**src/hw/sbt_defs.svh**
```systemverilog
// constants of the serial-bus target session block: status codes, block
// lengths, speed codes and reconnect timing; included by package and module
`ifndef SBT_DEFS_SVH
`define SBT_DEFS_SVH

`define SBT_ST_NONE       8'h00
`define SBT_ST_REQ_TYPE   8'h01
`define SBT_ST_SPEED      8'h02
`define SBT_ST_PAGE       8'h03
`define SBT_ST_DENIED     8'h04
`define SBT_ST_LUN        8'h05
`define SBT_ST_PAYLOAD    8'h06
`define SBT_ST_CHANNELS   8'h07
`define SBT_ST_RESOURCES  8'h08
`define SBT_ST_REJECTED   8'h09
`define SBT_ST_LOGIN_ID   8'h0A
`define SBT_ST_DUMMY      8'h0B
`define SBT_ST_ABORTED    8'h0C
`define SBT_ST_UNSPEC     8'hFF

// response code, source code and block lengths in quadlets
`define SBT_RESP_COMPLETE 2'h0
`define SBT_SRC_LINKED    2'h0
`define SBT_SRC_LAST      2'h1
`define SBT_SRC_UNSOL     2'h2
`define SBT_LEN_SHORT     3'h2
`define SBT_LEN_FULL      3'h5

// speed codes of the host write
`define SBT_SPD_S100      2'h0
`define SBT_SPD_S200      2'h1
`define SBT_SPD_S400      2'h2

// node field position inside a 48-bit bus address
`define SBT_NODE_HI       47
`define SBT_NODE_LO       32

// reconnect window in milliseconds and clock rate in kHz
`define SBT_RECON_MS      2000
`define SBT_CLK_KHZ       40000

`endif

```
**src/hw/sbt_pkg.sv**
```systemverilog
// types of the serial-bus target session block
// assumes sbt_defs.svh sits next to this file
`include "sbt_defs.svh"

package sbt_pkg;

	typedef enum logic [1:0] {
		SBT_IDLE,
		SBT_ACTIVE,
		SBT_WAIT_RECON,
		SBT_VERIFY
	} sbt_state_type;

	typedef struct packed {
		logic [15:0] login_id;
		logic [63:0] guid;
		logic [47:0] status_addr;
	} sbt_login_type;

	typedef struct packed {
		logic [15:0] login_id;
		logic [1:0]  speed;
		logic [47:0] status_addr;
	} sbt_recon_type;

	typedef struct packed {
		logic [47:0] offset;
		logic        next_null;
		logic        supported;
		logic        exception;
		logic [15:0] cmd_dep;
		logic [7:0]  code;
		logic [15:0] code_dep;
	} sbt_orb_type;

	typedef struct packed {
		logic [47:0] addr;
		logic [2:0]  quads;
		logic [1:0]  src;
		logic [1:0]  resp;
		logic        dead;
		logic [7:0]  sbp;
		logic [47:0] orb;
		logic [15:0] cmd_dep;
		logic [7:0]  code;
		logic [15:0] code_dep;
	} sbt_status_type;

endpackage

```
**src/hw/sbt_session.sv**
```systemverilog
// target-side session keeper: status block encoding, reconnect after bus
// reset, automatic logout and login refusal during the reconnect window.
// assumes fetch/write engines outside take each one-cycle status and fetch
// pulse at once, and that all inputs are synchronous to core_clk.
//
// How it works
// - status field carries the fourteen transport codes
// - unsupported request gets complete, status one
// - command words copied only into five-quadlet blocks
// - good reconnect restarts host inactivity watchdog
// - bus reset with login starts reconnect timer
// - reconnect write speed becomes session speed
// - accept reconnect only on matching unique id
// - reconnect status goes to separate buffer
// - unsolicited status uses login status address
// - patch node and bus into stored addresses
// - timer expiry logs out, agents reinitialised
// - refuse new login inside reconnect window
// - every bus reset restarts inactivity watchdog
// - async phase resumes after reconnect
// - isochronous stream continues through bus reset
// - crc error acknowledgement forces retransmission
// - response code zero means request complete
// - block is two or five quadlets
// - unsolicited status only while permit set
`timescale 1ns/1ps
`default_nettype none
`include "sbt_defs.svh"

module sbt_session
	import sbt_pkg::*;
#(
	parameter int unsigned RECON_CYCLES = `SBT_RECON_MS * `SBT_CLK_KHZ
) (
	input  wire logic           core_clk,
	input  wire logic           rst,
	input  wire logic           bus_reset,
	input  wire logic           login_ok,
	input  wire sbt_login_type  login_info,
	input  wire logic           login_req,
	input  wire logic           recon_req,
	input  wire sbt_recon_type  recon_info,
	input  wire logic           guid_valid,
	input  wire logic [63:0]    host_guid,
	input  wire logic [15:0]    host_node,
	input  wire logic           orb_req,
	input  wire sbt_orb_type    orb_info,
	input  wire logic           permit_set,
	input  wire logic           unsol_req,
	input  wire logic           ack_crc_err,
	input  wire logic           iso_active,
	input  wire logic           async_active,
	output logic                status_valid,
	output sbt_status_type      status,
	output sbt_state_type       state,
	output logic [1:0]          speed,
	output logic [15:0]         data_node,
	output logic                guid_fetch,
	output logic                login_refused,
	output logic                logout,
	output logic                wd_restart,
	output logic                retransmit,
	output logic                async_resume,
	output logic                iso_continue
);

	localparam logic [31:0] RECON_LAST = 32'(RECON_CYCLES - 1);

	typedef struct packed {
		sbt_state_type  state;
		logic [31:0]    timer;
		sbt_login_type  login;
		logic [15:0]    node;
		logic [1:0]     speed;
		logic           permit;
		logic           unsol_pend;
		logic           async_pend;
		logic           status_valid;
		sbt_status_type status;
		logic           refused;
		logic           logout;
		logic           wd_restart;
		logic           guid_fetch;
		logic           retransmit;
		logic           resume;
		logic           iso_continue;
	} sbt_regs_type;

	sbt_regs_type s;
	sbt_regs_type next_s;

	// fills a status block; length follows whether exception words exist
	function automatic sbt_status_type make_status(
		input logic [47:0] addr,
		input logic [1:0]  src,
		input logic [7:0]  sbp,
		input logic [47:0] orb,
		input logic        full,
		input logic [15:0] cmd_dep,
		input logic [7:0]  code,
		input logic [15:0] code_dep
	);
		sbt_status_type b;
		b = '0;
		b.addr = addr;
		b.quads = full ? `SBT_LEN_FULL : `SBT_LEN_SHORT;
		b.src = src;
		b.resp = `SBT_RESP_COMPLETE;
		b.sbp = sbp;
		b.orb = orb;
		if (full) begin
			b.cmd_dep = cmd_dep;
			b.code = code;
			b.code_dep = code_dep;
		end
		return b;
	endfunction

	always_comb begin
		next_s = s;
		next_s.status_valid = 1'b0;
		next_s.refused = 1'b0;
		next_s.logout = 1'b0;
		next_s.wd_restart = 1'b0;
		next_s.guid_fetch = 1'b0;
		next_s.resume = 1'b0;
		next_s.retransmit = ack_crc_err;
		next_s.iso_continue = iso_active && (s.state != SBT_IDLE);

		// timer runs only inside the reconnect window
		if (s.state == SBT_WAIT_RECON || s.state == SBT_VERIFY) begin
			next_s.timer = s.timer + 32'h00000001;
		end

		unique case (s.state)
			SBT_IDLE: begin
				if (login_ok) begin
					next_s.state = SBT_ACTIVE;
					next_s.login = login_info;
					next_s.node = login_info.status_addr[`SBT_NODE_HI:`SBT_NODE_LO];
					next_s.permit = 1'b0;
					next_s.unsol_pend = 1'b0;
				end
			end
			SBT_ACTIVE: begin
				if (orb_req) begin
					next_s.status_valid = 1'b1;
					// unsupported type answered complete with status one
					next_s.status = make_status(s.login.status_addr,
						orb_info.next_null ? `SBT_SRC_LAST : `SBT_SRC_LINKED,
						orb_info.supported ? `SBT_ST_NONE : `SBT_ST_REQ_TYPE,
						orb_info.offset, orb_info.exception,
						orb_info.cmd_dep, orb_info.code, orb_info.code_dep);
				end else if (s.unsol_pend && s.permit) begin
					// unsolicited status to login status address
					next_s.status_valid = 1'b1;
					next_s.status = make_status(s.login.status_addr, `SBT_SRC_UNSOL,
						`SBT_ST_NONE, 48'h000000000000, 1'b0,
						16'h0000, 8'h00, 16'h0000);
					next_s.unsol_pend = 1'b0;
					next_s.permit = 1'b0;
				end
			end
			SBT_WAIT_RECON: begin
				// login identifier must match the stored one
				if (recon_req && recon_info.login_id == s.login.login_id) begin
					next_s.state = SBT_VERIFY;
					// session speed from the reconnect write
					next_s.speed = recon_info.speed;
					next_s.status.addr = recon_info.status_addr;
					next_s.guid_fetch = 1'b1;
				end else if (recon_req) begin
					next_s.status_valid = 1'b1;
					next_s.status = make_status(recon_info.status_addr, `SBT_SRC_LAST,
						`SBT_ST_LOGIN_ID, 48'h000000000000, 1'b0,
						16'h0000, 8'h00, 16'h0000);
				end
			end
			SBT_VERIFY: begin
				if (guid_valid) begin
					next_s.status_valid = 1'b1;
					if (host_guid == s.login.guid) begin
						next_s.state = SBT_ACTIVE;
						next_s.timer = '0;
						// completion goes to the reconnect buffer
						next_s.status = make_status(s.status.addr, `SBT_SRC_LAST,
							`SBT_ST_NONE, 48'h000000000000, 1'b0,
							16'h0000, 8'h00, 16'h0000);
						// new node and bus into stored addresses
						next_s.login.status_addr[`SBT_NODE_HI:`SBT_NODE_LO] = host_node;
						next_s.node = host_node;
						next_s.wd_restart = 1'b1;
						next_s.resume = s.async_pend;
						next_s.async_pend = 1'b0;
					end else begin
						// foreign host refused, window stays open
						next_s.state = SBT_WAIT_RECON;
						next_s.status = make_status(s.status.addr, `SBT_SRC_LAST,
							`SBT_ST_DENIED, 48'h000000000000, 1'b0,
							16'h0000, 8'h00, 16'h0000);
					end
				end
			end
		endcase

		// requests wait for the permit; one arriving as another is sent stays pending
		if (unsol_req && s.state == SBT_ACTIVE) begin
			next_s.unsol_pend = 1'b1;
		end

		// a login is held, so a fresh login is turned away
		if (login_req && s.state != SBT_IDLE) begin
			next_s.refused = 1'b1;
		end

		// window closed without reconnect, session dropped
		if ((s.state == SBT_WAIT_RECON || s.state == SBT_VERIFY) && s.timer == RECON_LAST
			&& !(s.state == SBT_VERIFY && guid_valid && host_guid == s.login.guid)) begin
			next_s.state = SBT_IDLE;
			next_s.timer = '0;
			next_s.login = '0;
			next_s.node = '0;
			next_s.speed = `SBT_SPD_S100;
			next_s.permit = 1'b0;
			next_s.unsol_pend = 1'b0;
			next_s.async_pend = 1'b0;
			next_s.logout = 1'b1;
		end

		// watchdog restarted on every bus reset
		if (bus_reset) begin
			next_s.wd_restart = 1'b1;
			// reset with a login opens the window; a logout this cycle leaves none held
			if (s.state != SBT_IDLE && !next_s.logout) begin
				next_s.resume = 1'b0;
				next_s.state = SBT_WAIT_RECON;
				next_s.timer = '0;
				next_s.async_pend = s.async_pend || async_active;
				next_s.status_valid = 1'b0;
			end
		end

		// permit write wins over the clear in the same cycle
		if (permit_set && s.state != SBT_IDLE) begin
			next_s.permit = 1'b1;
		end
	end

	always_ff @(posedge core_clk) begin
		if (rst) begin
			s <= '0;
		end else begin
			s <= next_s;
		end
	end

	assign status_valid = s.status_valid;
	assign status = s.status;
	assign state = s.state;
	assign speed = s.speed;
	assign data_node = s.node;
	assign guid_fetch = s.guid_fetch;
	assign login_refused = s.refused;
	assign logout = s.logout;
	assign wd_restart = s.wd_restart;
	assign retransmit = s.retransmit;
	assign async_resume = s.resume;
	assign iso_continue = s.iso_continue;

	unsup_orb_a: assert property (@(posedge core_clk) disable iff (rst)
		s.state == SBT_ACTIVE && orb_req && !orb_info.supported && !bus_reset
		|=> status_valid && status.sbp == `SBT_ST_REQ_TYPE && status.resp == `SBT_RESP_COMPLETE)
		else $error("unsupported request not answered with status one");

	block_len_a: assert property (@(posedge core_clk) disable iff (rst)
		status_valid |-> status.quads == `SBT_LEN_SHORT || status.quads == `SBT_LEN_FULL)
		else $error("status block length illegal");

	reset_window_a: assert property (@(posedge core_clk) disable iff (rst)
		bus_reset && state != SBT_IDLE && !(state != SBT_ACTIVE && s.timer == RECON_LAST)
		|=> state == SBT_WAIT_RECON && s.timer == 32'h00000000)
		else $error("bus reset did not open reconnect window");

	reset_watchdog_a: assert property (@(posedge core_clk) disable iff (rst)
		bus_reset |=> wd_restart)
		else $error("bus reset did not restart watchdog");

	login_refuse_a: assert property (@(posedge core_clk) disable iff (rst)
		login_req && state == SBT_WAIT_RECON |=> login_refused)
		else $error("login accepted inside reconnect window");

	guid_check_a: assert property (@(posedge core_clk) disable iff (rst)
		state == SBT_VERIFY && guid_valid && host_guid != s.login.guid && !bus_reset
		&& s.timer != RECON_LAST |=> state == SBT_WAIT_RECON && status.sbp == `SBT_ST_DENIED)
		else $error("foreign host reconnect accepted");

	recon_done_a: assert property (@(posedge core_clk) disable iff (rst)
		state == SBT_VERIFY && guid_valid && host_guid == s.login.guid && !bus_reset
		|=> state == SBT_ACTIVE && wd_restart && status_valid
		&& s.login.status_addr[`SBT_NODE_HI:`SBT_NODE_LO] == $past(host_node))
		else $error("reconnect completion wrong");

	expiry_logout_a: assert property (@(posedge core_clk) disable iff (rst)
		state == SBT_WAIT_RECON && s.timer == RECON_LAST && !bus_reset
		|=> logout && state == SBT_IDLE ##1 !logout)
		else $error("window expiry did not log out");

	unsol_permit_a: assert property (@(posedge core_clk) disable iff (rst)
		status_valid && status.src == `SBT_SRC_UNSOL |-> $past(s.permit)
		&& status.addr == s.login.status_addr)
		else $error("unsolicited status sent without permit");

	crc_retry_a: assert property (@(posedge core_clk) disable iff (rst)
		ack_crc_err |=> retransmit)
		else $error("crc error not retransmitted");

	speed_keep_a: assert property (@(posedge core_clk) disable iff (rst)
		state == SBT_WAIT_RECON && recon_req && recon_info.login_id == s.login.login_id
		&& !bus_reset && s.timer != RECON_LAST |=> speed == $past(recon_info.speed) && guid_fetch)
		else $error("reconnect speed not taken");

	iso_keep_a: assert property (@(posedge core_clk) disable iff (rst)
		state != SBT_IDLE |=> iso_continue == $past(iso_active))
		else $error("isochronous stream not kept through reset");

	async_resume_a: assert property (@(posedge core_clk) disable iff (rst)
		state == SBT_VERIFY && guid_valid && host_guid == s.login.guid && !bus_reset
		|=> async_resume == $past(s.async_pend) && !s.async_pend)
		else $error("async phase resume wrong");

	idle_reset_a: assert property (@(posedge core_clk) disable iff (rst)
		bus_reset && state == SBT_IDLE && !login_ok |=> state == SBT_IDLE && wd_restart)
		else $error("bus reset without login opened window");

	unsol_hold_a: assert property (@(posedge core_clk) disable iff (rst)
		unsol_req && state == SBT_ACTIVE |=> s.unsol_pend)
		else $error("unsolicited request lost");

endmodule

`default_nettype wire

```
**config.mk**
```make
export PLATFORM = sky130hd
export DESIGN_NAME = sbt_session
export DESIGN_NICKNAME = d
export VERILOG_FILES = /design/src/hw/sbt_pkg.sv /design/src/hw/sbt_session.sv
export VERILOG_INCLUDE_DIRS = /design/src /design/src/hw
export SDC_FILE = /design/constraint.sdc
export NUM_CORES = 1
export LEC_CHECK = 0
export ABC_AREA = 1
export BUFFER_PORTS_ARGS = -buffer_cell sky130_fd_sc_hd__clkbuf_2
export CORE_AREA = 2 2 219 221
export CTS_CLUSTER_SIZE = 14
export DETAILED_ROUTE_END_ITERATION = 12
export DIE_AREA = 0 0 221 223
export PLACE_DENSITY_LB_ADDON = 0.12
export SYNTH_ARGS = -nofsm -noshare
export SYNTH_HDL_FRONTEND = slang
export SYNTH_SLANG_ARGS = --single-unit
```
**constraint.sdc**
```tcl
create_clock -name core_clk -period 2.4 [get_ports core_clk]
set_input_delay 0.12 -clock core_clk [delete_from_list [all_inputs] [get_ports core_clk]]
set_output_delay 0.12 -clock core_clk [all_outputs]
set_load 0.02 [all_outputs]
```
-- Yosys cells after proc, flatten, opt, wreduce, memory -nomap -nowiden
Cells that the tools add are included.
- add/sub/neg operators: 1
- equality and inequality tests: 19
- multiplexer cells: 55
- bitwise logic cells: 2
- reductions and logical operators: 31
- operators with widths (cell ; count):
    $mux 153 ; 3
    $pmux 153 s3 ; 1
    $mux 183 ; 1
    $mux 154 ; 1
    $mux 144 ; 1
    $mux 32 ; 4
    $mux 104 ; 1
    $mux 34 ; 3
    $mux 91 ; 1
    $mux 80 ; 1
    $eq 64x64->1 ; 1
    $pmux 16 s2 ; 2
    $mux 48 ; 1
    $mux 40 ; 1
    $add 32x1->32 const B ; 1
    $eq 32x27->1 const B ; 1
    $mux 16 ; 2
    $mux 2 ; 10
    $mux 1 ; 19
    $eq 16x16->1 ; 1
    $reduce_and 4->1 ; 4
    $logic_and 1x1->1 ; 11
    $ne 3x2->1 const B ; 3
    $ne 2x2->1 const B ; 4
    other kinds (19) ; 30
- register bits: 343
- input bits: 378
- output and inout port bits: 180
- word-level logic and storage cells: 137

-- Depth between registers and ports, before layout
Gate-level depths: netlist (run 1).
- word-level depth: 10
- mapped depth: 14
- mapped depth without buffers: 13

-- Worst setup path after synthesis (run 1)
OpenSTA, ideal clock, no wires.
- path kind: register to register
- start: register s, in the netlist state[1]
- end: register s, in the netlist status[45]
- setup time: 113 ps
- data arrival time: 1865 ps
- data required time: 2287 ps
- slack: 422 ps
- cell stages (with the launch flop): 13
- buffers on the path: 2
- period minus slack after synthesis: 1978 ps
- cells stage by stage: dfxtp_1 inv_1 ha_1 buf_2 inv_1 o22ai_1 nor3_2 nand2_4 inv_2 buf_2 nand2_1 nand2_1 nor2_1
- longest elaborated chain between the ends: 3
- elaborated cells on any way between the ends: 10
- those cells by class: 7 x eq/ne; 1 x mux; 2 x reduce/logical
- ends and longest elaborated chain (what ; RTL line ; RTL):
    start: declaration ; sbt_session.sv:89 ; sbt_regs_type s;
    start signal: assignment ; sbt_session.sv:253 ; s <= next_s;
    $eq 2x1->1 / $eq 2x2->1 (equally long branches) ; sbt_session.sv:135 ; unique case (s.state)
    $ne 3x3->1 (no source line), or another cell as far along ; n/a ;
    $reduce_and 5->1 (no source line) ; n/a ;
Parallel ways exist; a longest one is shown, timed or not.
A chain may end at the register's enable or synchronous reset.

-- Final worst setup path (run 1)
- start: register s, in the netlist state[0]
- end: register s[215] (netlist name)
- longest elaborated chain between the ends: 6
- elaborated cells on any way between the ends: 16
- those cells by class: 5 x eq/ne; 1 x mux; 10 x reduce/logical
- ends and longest elaborated chain (what ; RTL line ; RTL):
    $eq 2x2->1 ; sbt_session.sv:135, sbt_session.sv:217, sbt_session.sv:218 ;
    $logic_and 1x1->1 (2 in a row) ; sbt_session.sv:218 ; && !(s.state == SBT_VERIFY && guid_valid && host_guid == s.login.guid)) begin
    $logic_not 1->1 ; sbt_session.sv:218 ;
    $logic_and 1x1->1 ; sbt_session.sv:218 ;
    $reduce_or 2->1 (no source line) ; n/a ;
Parallel ways exist; a longest one is shown, timed or not.

==> run metrics, run 1 <==
DR iter-0 viols 879; post-synth top area cell dfxtp_1; CP startpoint kind flop; CTS tree built; Final Setup Violations 0; initial antenna violation count 12; Core Box Area 47150 um2; status finished, final reports clean; Final min period 2.296 ns; Antenna Nets Post-Route 0; post-synthesis cell type count 40; relative slew slack around 64%; CTS Buffer Depth 3; Worst Slack Setup Final around 0.10 ns; Worst setup EP type flop; fillcell total 4752; Syn-to-layout area delta 41.25%; Worst EP required 2.83 ns; Setup TNS Final 0 ns; final net count 3315; number of global-route vias before repair 16000; Critical Path AT 2.73 ns; H-tree depth 2; worst-margin pin slew about 0.53 ns; #FFs+latches synth 318; DRC Markers 0; Root Buffer clkbuf_16; placement-stage cell area roughly 18000 um2; area of the multi-input gates slightly below 7000 um2; Post-Syn Area per Cell a little under 7 um2; most frequent cells in the layout nand2_1 (676), clkbuf_2 (549), dfxtp_1 (317); Static Leakage 10.36 nW; FP Rows 80; GRT Total Usage 21.34%; Die H roughly 220 um; Worst Skew about 0.019 ns; final instance area 22210 um2; commonest non-fill, non-tap cell in the layout nand2_1; post-DP HPWL roughly 39000 um; Avg WL per Cell around 15 um; CTS buffer count 40; grt total ovfl 0; EDFF count, synth 0; most used cell, CP nor2_1; peak supply drop 0.7256 mV; Yosys top cell area share 40.49%; Clk Latency, worst-skew pair 0.55 ns; synthesized area ~16000 um2; Vias/cell 4.556; Clock Pin Slew Worst Setup and Hold Paths 0.06 ns; io pins roughly 560; Slew Limit Fails 0; Place WS 0.2254 ns; Crit Path Max Fanout 17; die area 49280 um2; share of flip-flops with an asynchronous set or reset 0%; IO buf count 550; pwr dens 909.2 nW/um2; Seq. cell area about 6400 um2; RSZ-0062 raised after global routing yes; max-capacitance violation count 0; Worst path max stage delay 0.60 ns; drt pass-1 iters 5; Final Hold Fails 0; Area contributors post-synth dfxtp_1 (40%), nand2_1 (16%), buf_4 (8.3%), nor2_1 (7.5%), a21oi_1 (4.8%); fmax 435.5 MHz; share of layout cells above drive strength 1 between 20% and 30%; drt total wl 54570 um; RD Place Congestion 0.8434; slowest stage cell on the critical path dlygate4sd3_1; crit path kind reg -> reg; Synth warnings 0; first-pass GRT wire length 85460 um; initial core utilization 33.35%; worst-path cell chain ha_2 -> buf_6 -> nor2_1 -> buf_4 -> a22oi_1 -> dlygate4sd3_1 -> nand3_1 -> nand2_1 -> nor2_1; Seq/Total Area, Yosys 40.49%; Clock Sinks around 320; Hold WC Path Type in -> reg; Die Width 221 um; crit share post-route 95.67%; largest net degree at the start of global routing 76; Main synth FF type dfxtp_1; Mapped Cells 2296; vias between 15000 and 20000; final core utilization 47.11%
-- metal layers --
layer | GRT usage, % | share of wire, % | routed length (um)
met1 | 24.94 | 41 | 22630
met2 | 37.17 | 48 | 26310
met3 | 6.282 | 7.2 | 3937
met4 | 7.318 | 3.0 | 1643
met5 | 0 | 0.095 | 52
-- synthesized netlist by cell type (all sizes together) (2+ instances only) --
library cell,number
nand4,53
xnor2,15
inv,174
xor2,38
a22oi,17
o22ai,2
nand3,41
nand2,681
a32o,16
dfxtp,318
nor2,318
buf,215
nor3b,2
nor4,3
and3,2
clkbuf,76
ha,7
o21ai,133
nor3,22
a21oi,151
or2,6
-- worst max-delay path: cells and delay by family, from the launching register on --
| kind | cells | cell delay, ns |
|---|---|---|
| DFF | 1 | 0.42 |
| AOI/OAI and AO/OA | 1 | 0.18 |
| buffers and inverters | 3 | 1.00 |
| adders and majority gates | 1 | 0.28 |
| and+or+nand+nor | 4 | 0.29 |
-- report_power, final --
group          internal [mW]  total, mW  switching, mW
logic                   2.60       7.17           4.57
clock network           3.80       6.22           2.42
registers               6.27       6.80          0.534
-- metrics by stage --
step / power, mW / hold WS, ns / cells
4_1_cts: 20.43 / 0.001050 / 3575
3_5_place_dp: 13.67 / 0.3317 / 3215
5_1_grt: 21.61 / 0.03840 / 3582
2_1_floorplan: 12.08 / 0.2270 / 2302
3_3_place_gp: 13.59 / 0.3338 / 3215
6_report: 20.19 / 0.02657 / 3582
-- area by class of cell --
class | instances | share of cell area (%)
sequential | 318 | 28.67
timing repair buffer | 877 | 27.40
antenna | 7 | 0.07887
clock inverter | 11 | 0.6591
multi-input combinational | 1519 | 31.33
tap | 615 | 3.465
inverter | 174 | 2.941
clock buffer | 61 | 5.459
-- logic make-up after synthesis --
kind of cell             share of synthesized area, %
multiplexers                                  0.06366
buffers and inverters                           15.64
AND/OR/NAND/NOR                                 29.06
AO/OA/AOI/OAI                                   11.21
other                                         0.02385
XOR/XNOR                                        2.952
flip-flops                                      40.49
adder cells (fa/ha/maj)                        0.5570
-- flip-flops by register name, indices dropped and copies added, names as in the netlist --
| signal | flops |
|---|---|
| s | 163 |
| state | 2 |
| async_resume | 1 |
| status_valid | 1 |
| guid_fetch | 1 |
| status | 143 |
| speed | 2 |
| login_refused | 1 |
| logout | 1 |
| wd_restart | 1 |
| iso_continue | 1 |
| retransmit | 1 |
-- worst paths after layout --
check	slack [ns]	endpoint	from	cells past startpoint
hold / removal	0.03	status[77]	orb_info[80]	5
setup / recovery	0.10	s[215]	state[0]	9
setup reg to reg	0.10	s[215]	state[0]	9
hold reg to reg	0.46	status[109]	status[109]	2
-- timing repair --
item / CTS / global route
setup endpoints to repair: 0 / 16
hold buffers: 288 / 0
hold endpoints to repair: 275 / 0
resized for setup: 0 / 4
buffers inserted: 0 / 0
No activity file was read; power rests on OpenSTA's default activity.
==> inputs of run 2 (changes only) <==
--- a/config.mk
+++ b/config.mk
@@ -8,10 +8,12 @@
 export LEC_CHECK = 0
 export ABC_AREA = 1
 export BUFFER_PORTS_ARGS = -buffer_cell sky130_fd_sc_hd__clkbuf_2
-export CORE_AREA = 2 2 219 221
+export CELL_PAD_IN_SITES_DETAIL_PLACEMENT = 1
+export CELL_PAD_IN_SITES_GLOBAL_PLACEMENT = 1
+export CORE_ASPECT_RATIO = 0.9
+export CORE_UTILIZATION = 35
 export CTS_CLUSTER_SIZE = 14
 export DETAILED_ROUTE_END_ITERATION = 12
-export DIE_AREA = 0 0 221 223
 export PLACE_DENSITY_LB_ADDON = 0.12
 export SYNTH_ARGS = -nofsm -noshare
 export SYNTH_HDL_FRONTEND = slang
==> run metrics, run 2 (synthesis gave the netlist of run 1 again) <==
status finished, final reports clean; Final min period around 2.2 ns; r2r setup slk 0.20 ns; area of the multi-input gates 6985 um2; Critical Path AT 2.66 ns; IO buf count 550; Die H 203.1 um; pwr dens 911.1 nW/um2; DRC Markers 0; H-tree depth 2; Worst path max stage delay ~0.39 ns; fmax 454.6 MHz; number of global-route vias before repair around 18000; RSZ-0062 raised after global routing no; Vias/cell around 4.8; worst-margin pin slew 0.6942 ns; Static Leakage 10.36 nW; worst-path cell chain xnor2_1 -> nand4_1 -> nor2_1 -> buf_4 -> nand3_4 -> nand2_4 -> buf_12 -> nand2_1 -> a21oi_1; CP startpoint s[299]; grt total ovfl 0; Crit Path Max Fanout 59; Worst EP required roughly 2.9 ns; FP Rows 73; critical path depth in cells 9; Final Setup Violations 0; vias 17090; crit share post-route 91.66%; peak supply drop 0.4614 mV; commonest non-fill, non-tap cell in the layout nand2_1; GRT Total Usage a little over a quarter; io pins around 560; initial core utilization 35.57%; Root Buffer clkbuf_16; fillcell total 5691; CTS tree built; reg-to-reg critical path startpoint s[299]; worst path bufs/invs 2; CTS Buffer Depth 3; max FFs per register 163; WHS Path Cells 5; Reg2Reg Depth 9; Worst setup EP type flop; largest net degree at the start of global routing 99; DR iter-0 viols around 750; most frequent cells in the layout nand2_1 (676), clkbuf_2 (549), dfxtp_1 (318); Top Family by Delay on Critical Path simple AND/OR/NAND/NOR gates; CTS buffer count 38; Clk Latency, worst-skew pair 0.55 ns; relative slew slack 53.67%; CP startpoint kind flop; initial antenna violation count 21; Clock Sinks 318; Setup TNS Final 0 ns; Hold WC Path Type in -> reg; share of layout cells above drive strength 1 23.05%; drt total wl 63650 um; Place WS about 0.076 ns; slowest stage cell on the critical path nor2_1; Antenna Nets Post-Route 0; max-capacitance violation count 0; Slew Limit Fails 0; post-DP HPWL 41610 um; Core Box Area approximately 44000 um2; first-pass GRT wire length 97520 um; die area 45780 um2; Worst Slack Setup Final ~0.20 ns; Clock Pin Slew Worst Setup and Hold Paths 0.07 ns; Worst R2R End status[0]; final net count 3313; Avg WL per Cell 17.80 um; RD Place Congestion 0.8268; Seq. cell area 6366 um2; drt pass-1 iters 5; Final Hold Fails 0; CP Capture Point status[0]; largest register by flop count s; Syn-to-layout area delta 40.98%; crit path kind reg -> reg; Die Width roughly 230 um; Worst Skew approximately 0.019 ns
run 2: cell types whose count changed in the layout (fill, tap and decap cells not counted), moves of 2 or more:
| cell | previous run | this run |
|---|---|---|
| clkbuf_8 | 9 | 4 |
| nor2_2 | 6 | 8 |
| diode_2 | 7 | 22 |
| nor2_1 | 310 | 306 |
| buf_12 | 12 | 14 |
| nor2_4 | 2 | 4 |
run 2: layout make-up:
| class | count | area share [%] |
|---|---|---|
| Antenna cell | 22 | 0.2483 |
| Clock buffer | 56 | 5.063 |
| Clock inverter | 10 | 0.5757 |
| Inverter | 174 | 2.946 |
| Multi-Input combinational cell | 1519 | 31.51 |
| Sequential cell | 318 | 28.72 |
| Tap cell | 600 | 3.387 |
| Timing Repair Buffer | 877 | 27.55 |
run 2: worst min path at each step:
| stage | from | end | slack, ns |
|---|---|---|---|
| 2_1_floorplan | ack_crc_err | retransmit | 0.23 |
| 3_3_place_gp | login_req | login_refused | 0.34 |
| 3_5_place_dp | login_req | login_refused | 0.35 |
| 4_1_cts | login_info[42] | s[223] | 0.00002 |
| 5_1_grt | host_node[7] | s[220] | 0.02 |
| 6_report | host_node[7] | s[220] | 0.004 |
run 2: through the flow:
stage               power (mW)  hold WS [ns]  std cells  instance area, um2  util (%)
global route             21.48       0.02335       3570               22150     50.11
CTS                      20.17    0.00001776       3553               22050     49.89
finish                   20.20      0.003749       3576               22170     50.14
floorplan                12.08        0.2270       2302               15750         -
detailed placement       13.78        0.3462       3200               17930     40.56
global placement         13.51        0.3358       3200               17930     40.56
run 2: report_power, final:
part	switching (mW)	leakage, nW	internal [mW]
clock network	2.37	0.613	3.56
registers	0.577	2.60	6.27
logic	4.87	7.15	2.56
run 2: routing by layer:
layer	vias up	global-route usage, %	routed length [um]
li1	8333	-	-
met1	8090	29.99	25470
met2	500	47.22	31240
met3	160	7.569	4221
met4	2	12.95	2706
met5	-	0	11
run 2: worst reg2reg max path, cell delays in order, from the launching register on:
cell	delay, ns
dfxtp_1	0.33
xnor2_1	0.21
nand4_1	0.12
nor2_1	0.39
buf_4	0.24
nand3_4	0.09
nand2_4	0.11
buf_12	0.26
nand2_1	0.14
a21oi_1	0.21
run 2: repair_timing:
item                       CTS  global route
gates resized for setup      0            10
hold buffers               287             0
buffers inserted             0             1
setup endpoints to repair    0            97
hold endpoints to repair   274             0
==> inputs of run 3 (changes only) <==
--- a/config.mk
+++ b/config.mk
@@ -14,7 +14,7 @@
 export CORE_UTILIZATION = 35
 export CTS_CLUSTER_SIZE = 14
 export DETAILED_ROUTE_END_ITERATION = 12
-export PLACE_DENSITY_LB_ADDON = 0.12
+export PLACE_DENSITY = 0.8
 export SYNTH_ARGS = -nofsm -noshare
 export SYNTH_HDL_FRONTEND = slang
 export SYNTH_SLANG_ARGS = --single-unit
==> run metrics, run 3 (synthesis gave the netlist of run 1 again) <==
status finished, final reports clean; Vias/cell between 5 and 6; RD Place Congestion 0.8817; DR iter-0 viols 1207; FP Rows 73; max-capacitance violation count 0; Static Leakage 10.41 nW; grt total ovfl 0; Pwr Total roughly 21 mW; Crit Path Max Fanout 23; largest net degree at the start of global routing 92; Final min period 2.329 ns; largest register by flop count s; Place WS about 0.069 ns; Clock Pin Slew Worst Setup and Hold Paths 0.07 ns; Clock Sinks 318; Worst R2R End s[211]; hold path start orb_info[78]; io pins 558; drt pass-1 iters 7; final net count between 3000 and 4000; share of layout cells above drive strength 1 23.50%; max FFs per register 163; die area 45780 um2; CTS buffer count 38; Setup TNS Final 0 ns; H-tree depth 2; crit share post-route 97.04%; DRC Markers 0; Slew Limit Fails 0; fillcell total about 5700; r2r setup slk between 0.07 and 0.08 ns; most frequent cells in the layout nand2_1 (675), clkbuf_2 (549), dfxtp_1 (316); Avg WL per Cell 21.51 um; Worst Skew 0.01928 ns; RSZ-0062 raised after global routing yes; first-pass GRT wire length 111700 um; Die Width 225.4 um; CTS Buffer Depth 3; Worst Hold End status[75]; Final Hold Fails 0; initial antenna violation count 21; Critical Path AT 2.79 ns; Die H 203.1 um; worst-margin pin slew 1.125 ns; Hold WC Path Type in -> reg; pwr dens roughly 940 nW/um2; Clk Latency, worst-skew pair 0.56 ns; WHS Path Cells 5; drt total wl approximately 77000 um; relative slew slack 25.01%; Final Setup Violations 0; Root Buffer clkbuf_16; post-DP HPWL 42130 um; reg-to-reg critical path startpoint s[229]; crit path kind reg -> reg; Syn-to-layout area delta 41.70%; fmax 429.4 MHz; peak supply drop 0.4467 mV; Reg2Reg Depth 13; Antenna Nets Post-Route 0; GRT Total Usage 31.40%; Core Box Area 44210 um2; Worst EP required 2.86 ns; number of global-route vias before repair ~20000; initial core utilization 35.57%; Worst setup EP type flop; CP startpoint kind flop; commonest non-fill, non-tap cell in the layout nand2_1; IO buf count 550; vias 18530; Worst Slack Setup Final about 0.07 ns; CTS tree built
==> run 3: cell count changes in the layout (fill, tap and decap cells not counted), sizes merged, moves of 2 or more <==
cell,delta
inv,+3
buf,+2
clkinv,-2
clkbuf,+3
diode,-2
dlygate4sd3,+3
==> run 3: report_power, final <==
part           internal (mW)  leakage [nW]  switching [mW]
clock network           3.50         0.619            2.52
logic                   2.58          7.19            5.38
registers               6.27          2.60           0.708
total                   12.3          10.4            8.61
==> run 3: layer usage <==
layer | vias up | part of all wire (%) | track usage [%]
met2 | 1006 | 49 | 54.38
met3 | 426 | 8.1 | 10.04
met5 | - | 0.070 | 0
li1 | 8353 | - | -
met1 | 8733 | 35 | 31.65
met4 | 8 | 8.1 | 23.03
==> run 3: critical path, stage by stage, from the launching register on <==
cell and delay, ns:
dfxtp_1 0.36, inv_1 0.10, nand2_1 0.08, nand2_1 0.07, nor2_1 0.12, nand2_1 0.08
nor2_1 0.14, nand2_1 0.12, nor2_4 0.16, nand3_4 0.19, nand2_8 0.14, nand2_8 0.15
buf_16 0.24, nor2_1 0.24
==> run 3: layout make-up <==
| cell class | instances | area [um2] | area share, % |
|---|---|---|---|
| diodes | 20 | 50.05 | 0.2246 |
| well taps | 600 | 750.7 | 3.369 |
| inverters | 174 | 653.1 | 2.931 |
| repair buffers | 884 | 6183 | 27.75 |
| clock buffers | 57 | 1134 | 5.088 |
| multi-input cells | 1519 | 7017 | 31.49 |
| flip-flops and latches | 318 | 6369 | 28.58 |
| clock inverters | 10 | 125.1 | 0.5615 |
==> run 3: worst max-delay path by stage <==
stage / start / end / slack [ns] / cells past startpoint
finish: s[229] / s[211] / 0.07 / 13
floorplan: state[1] / status[45] / 0.42 / 12
CTS: s[255] / s[335] / 0.04 / 11
detailed placement: s[255] / s[335] / 0.07 / 11
global route: s[229] / s[211] / -0.12 / 13
global placement: s[255] / s[337] / 0.14 / 11
==> run 3: what timing repair did <==
action                                  4_1_cts  5_1_grt
endpoints found under the hold margin       274        0
setup buffers                                 0        7
gates resized for setup                       0       20
hold buffers                                290        0
endpoints found under the setup margin        0      165
==> run 3: through the flow <==
stage          std cells  util [%]  instance area, um2  hold slack [ns]
2_1_floorplan       2302         -               15750           0.2270
3_3_place_gp        3196     40.42               17870           0.3326
3_5_place_dp        3196     40.42               17870           0.3433
4_1_cts             3553     49.83               22030          0.01761
5_1_grt             3580     50.39               22280          0.07909
6_report            3582     50.40               22280          0.05805
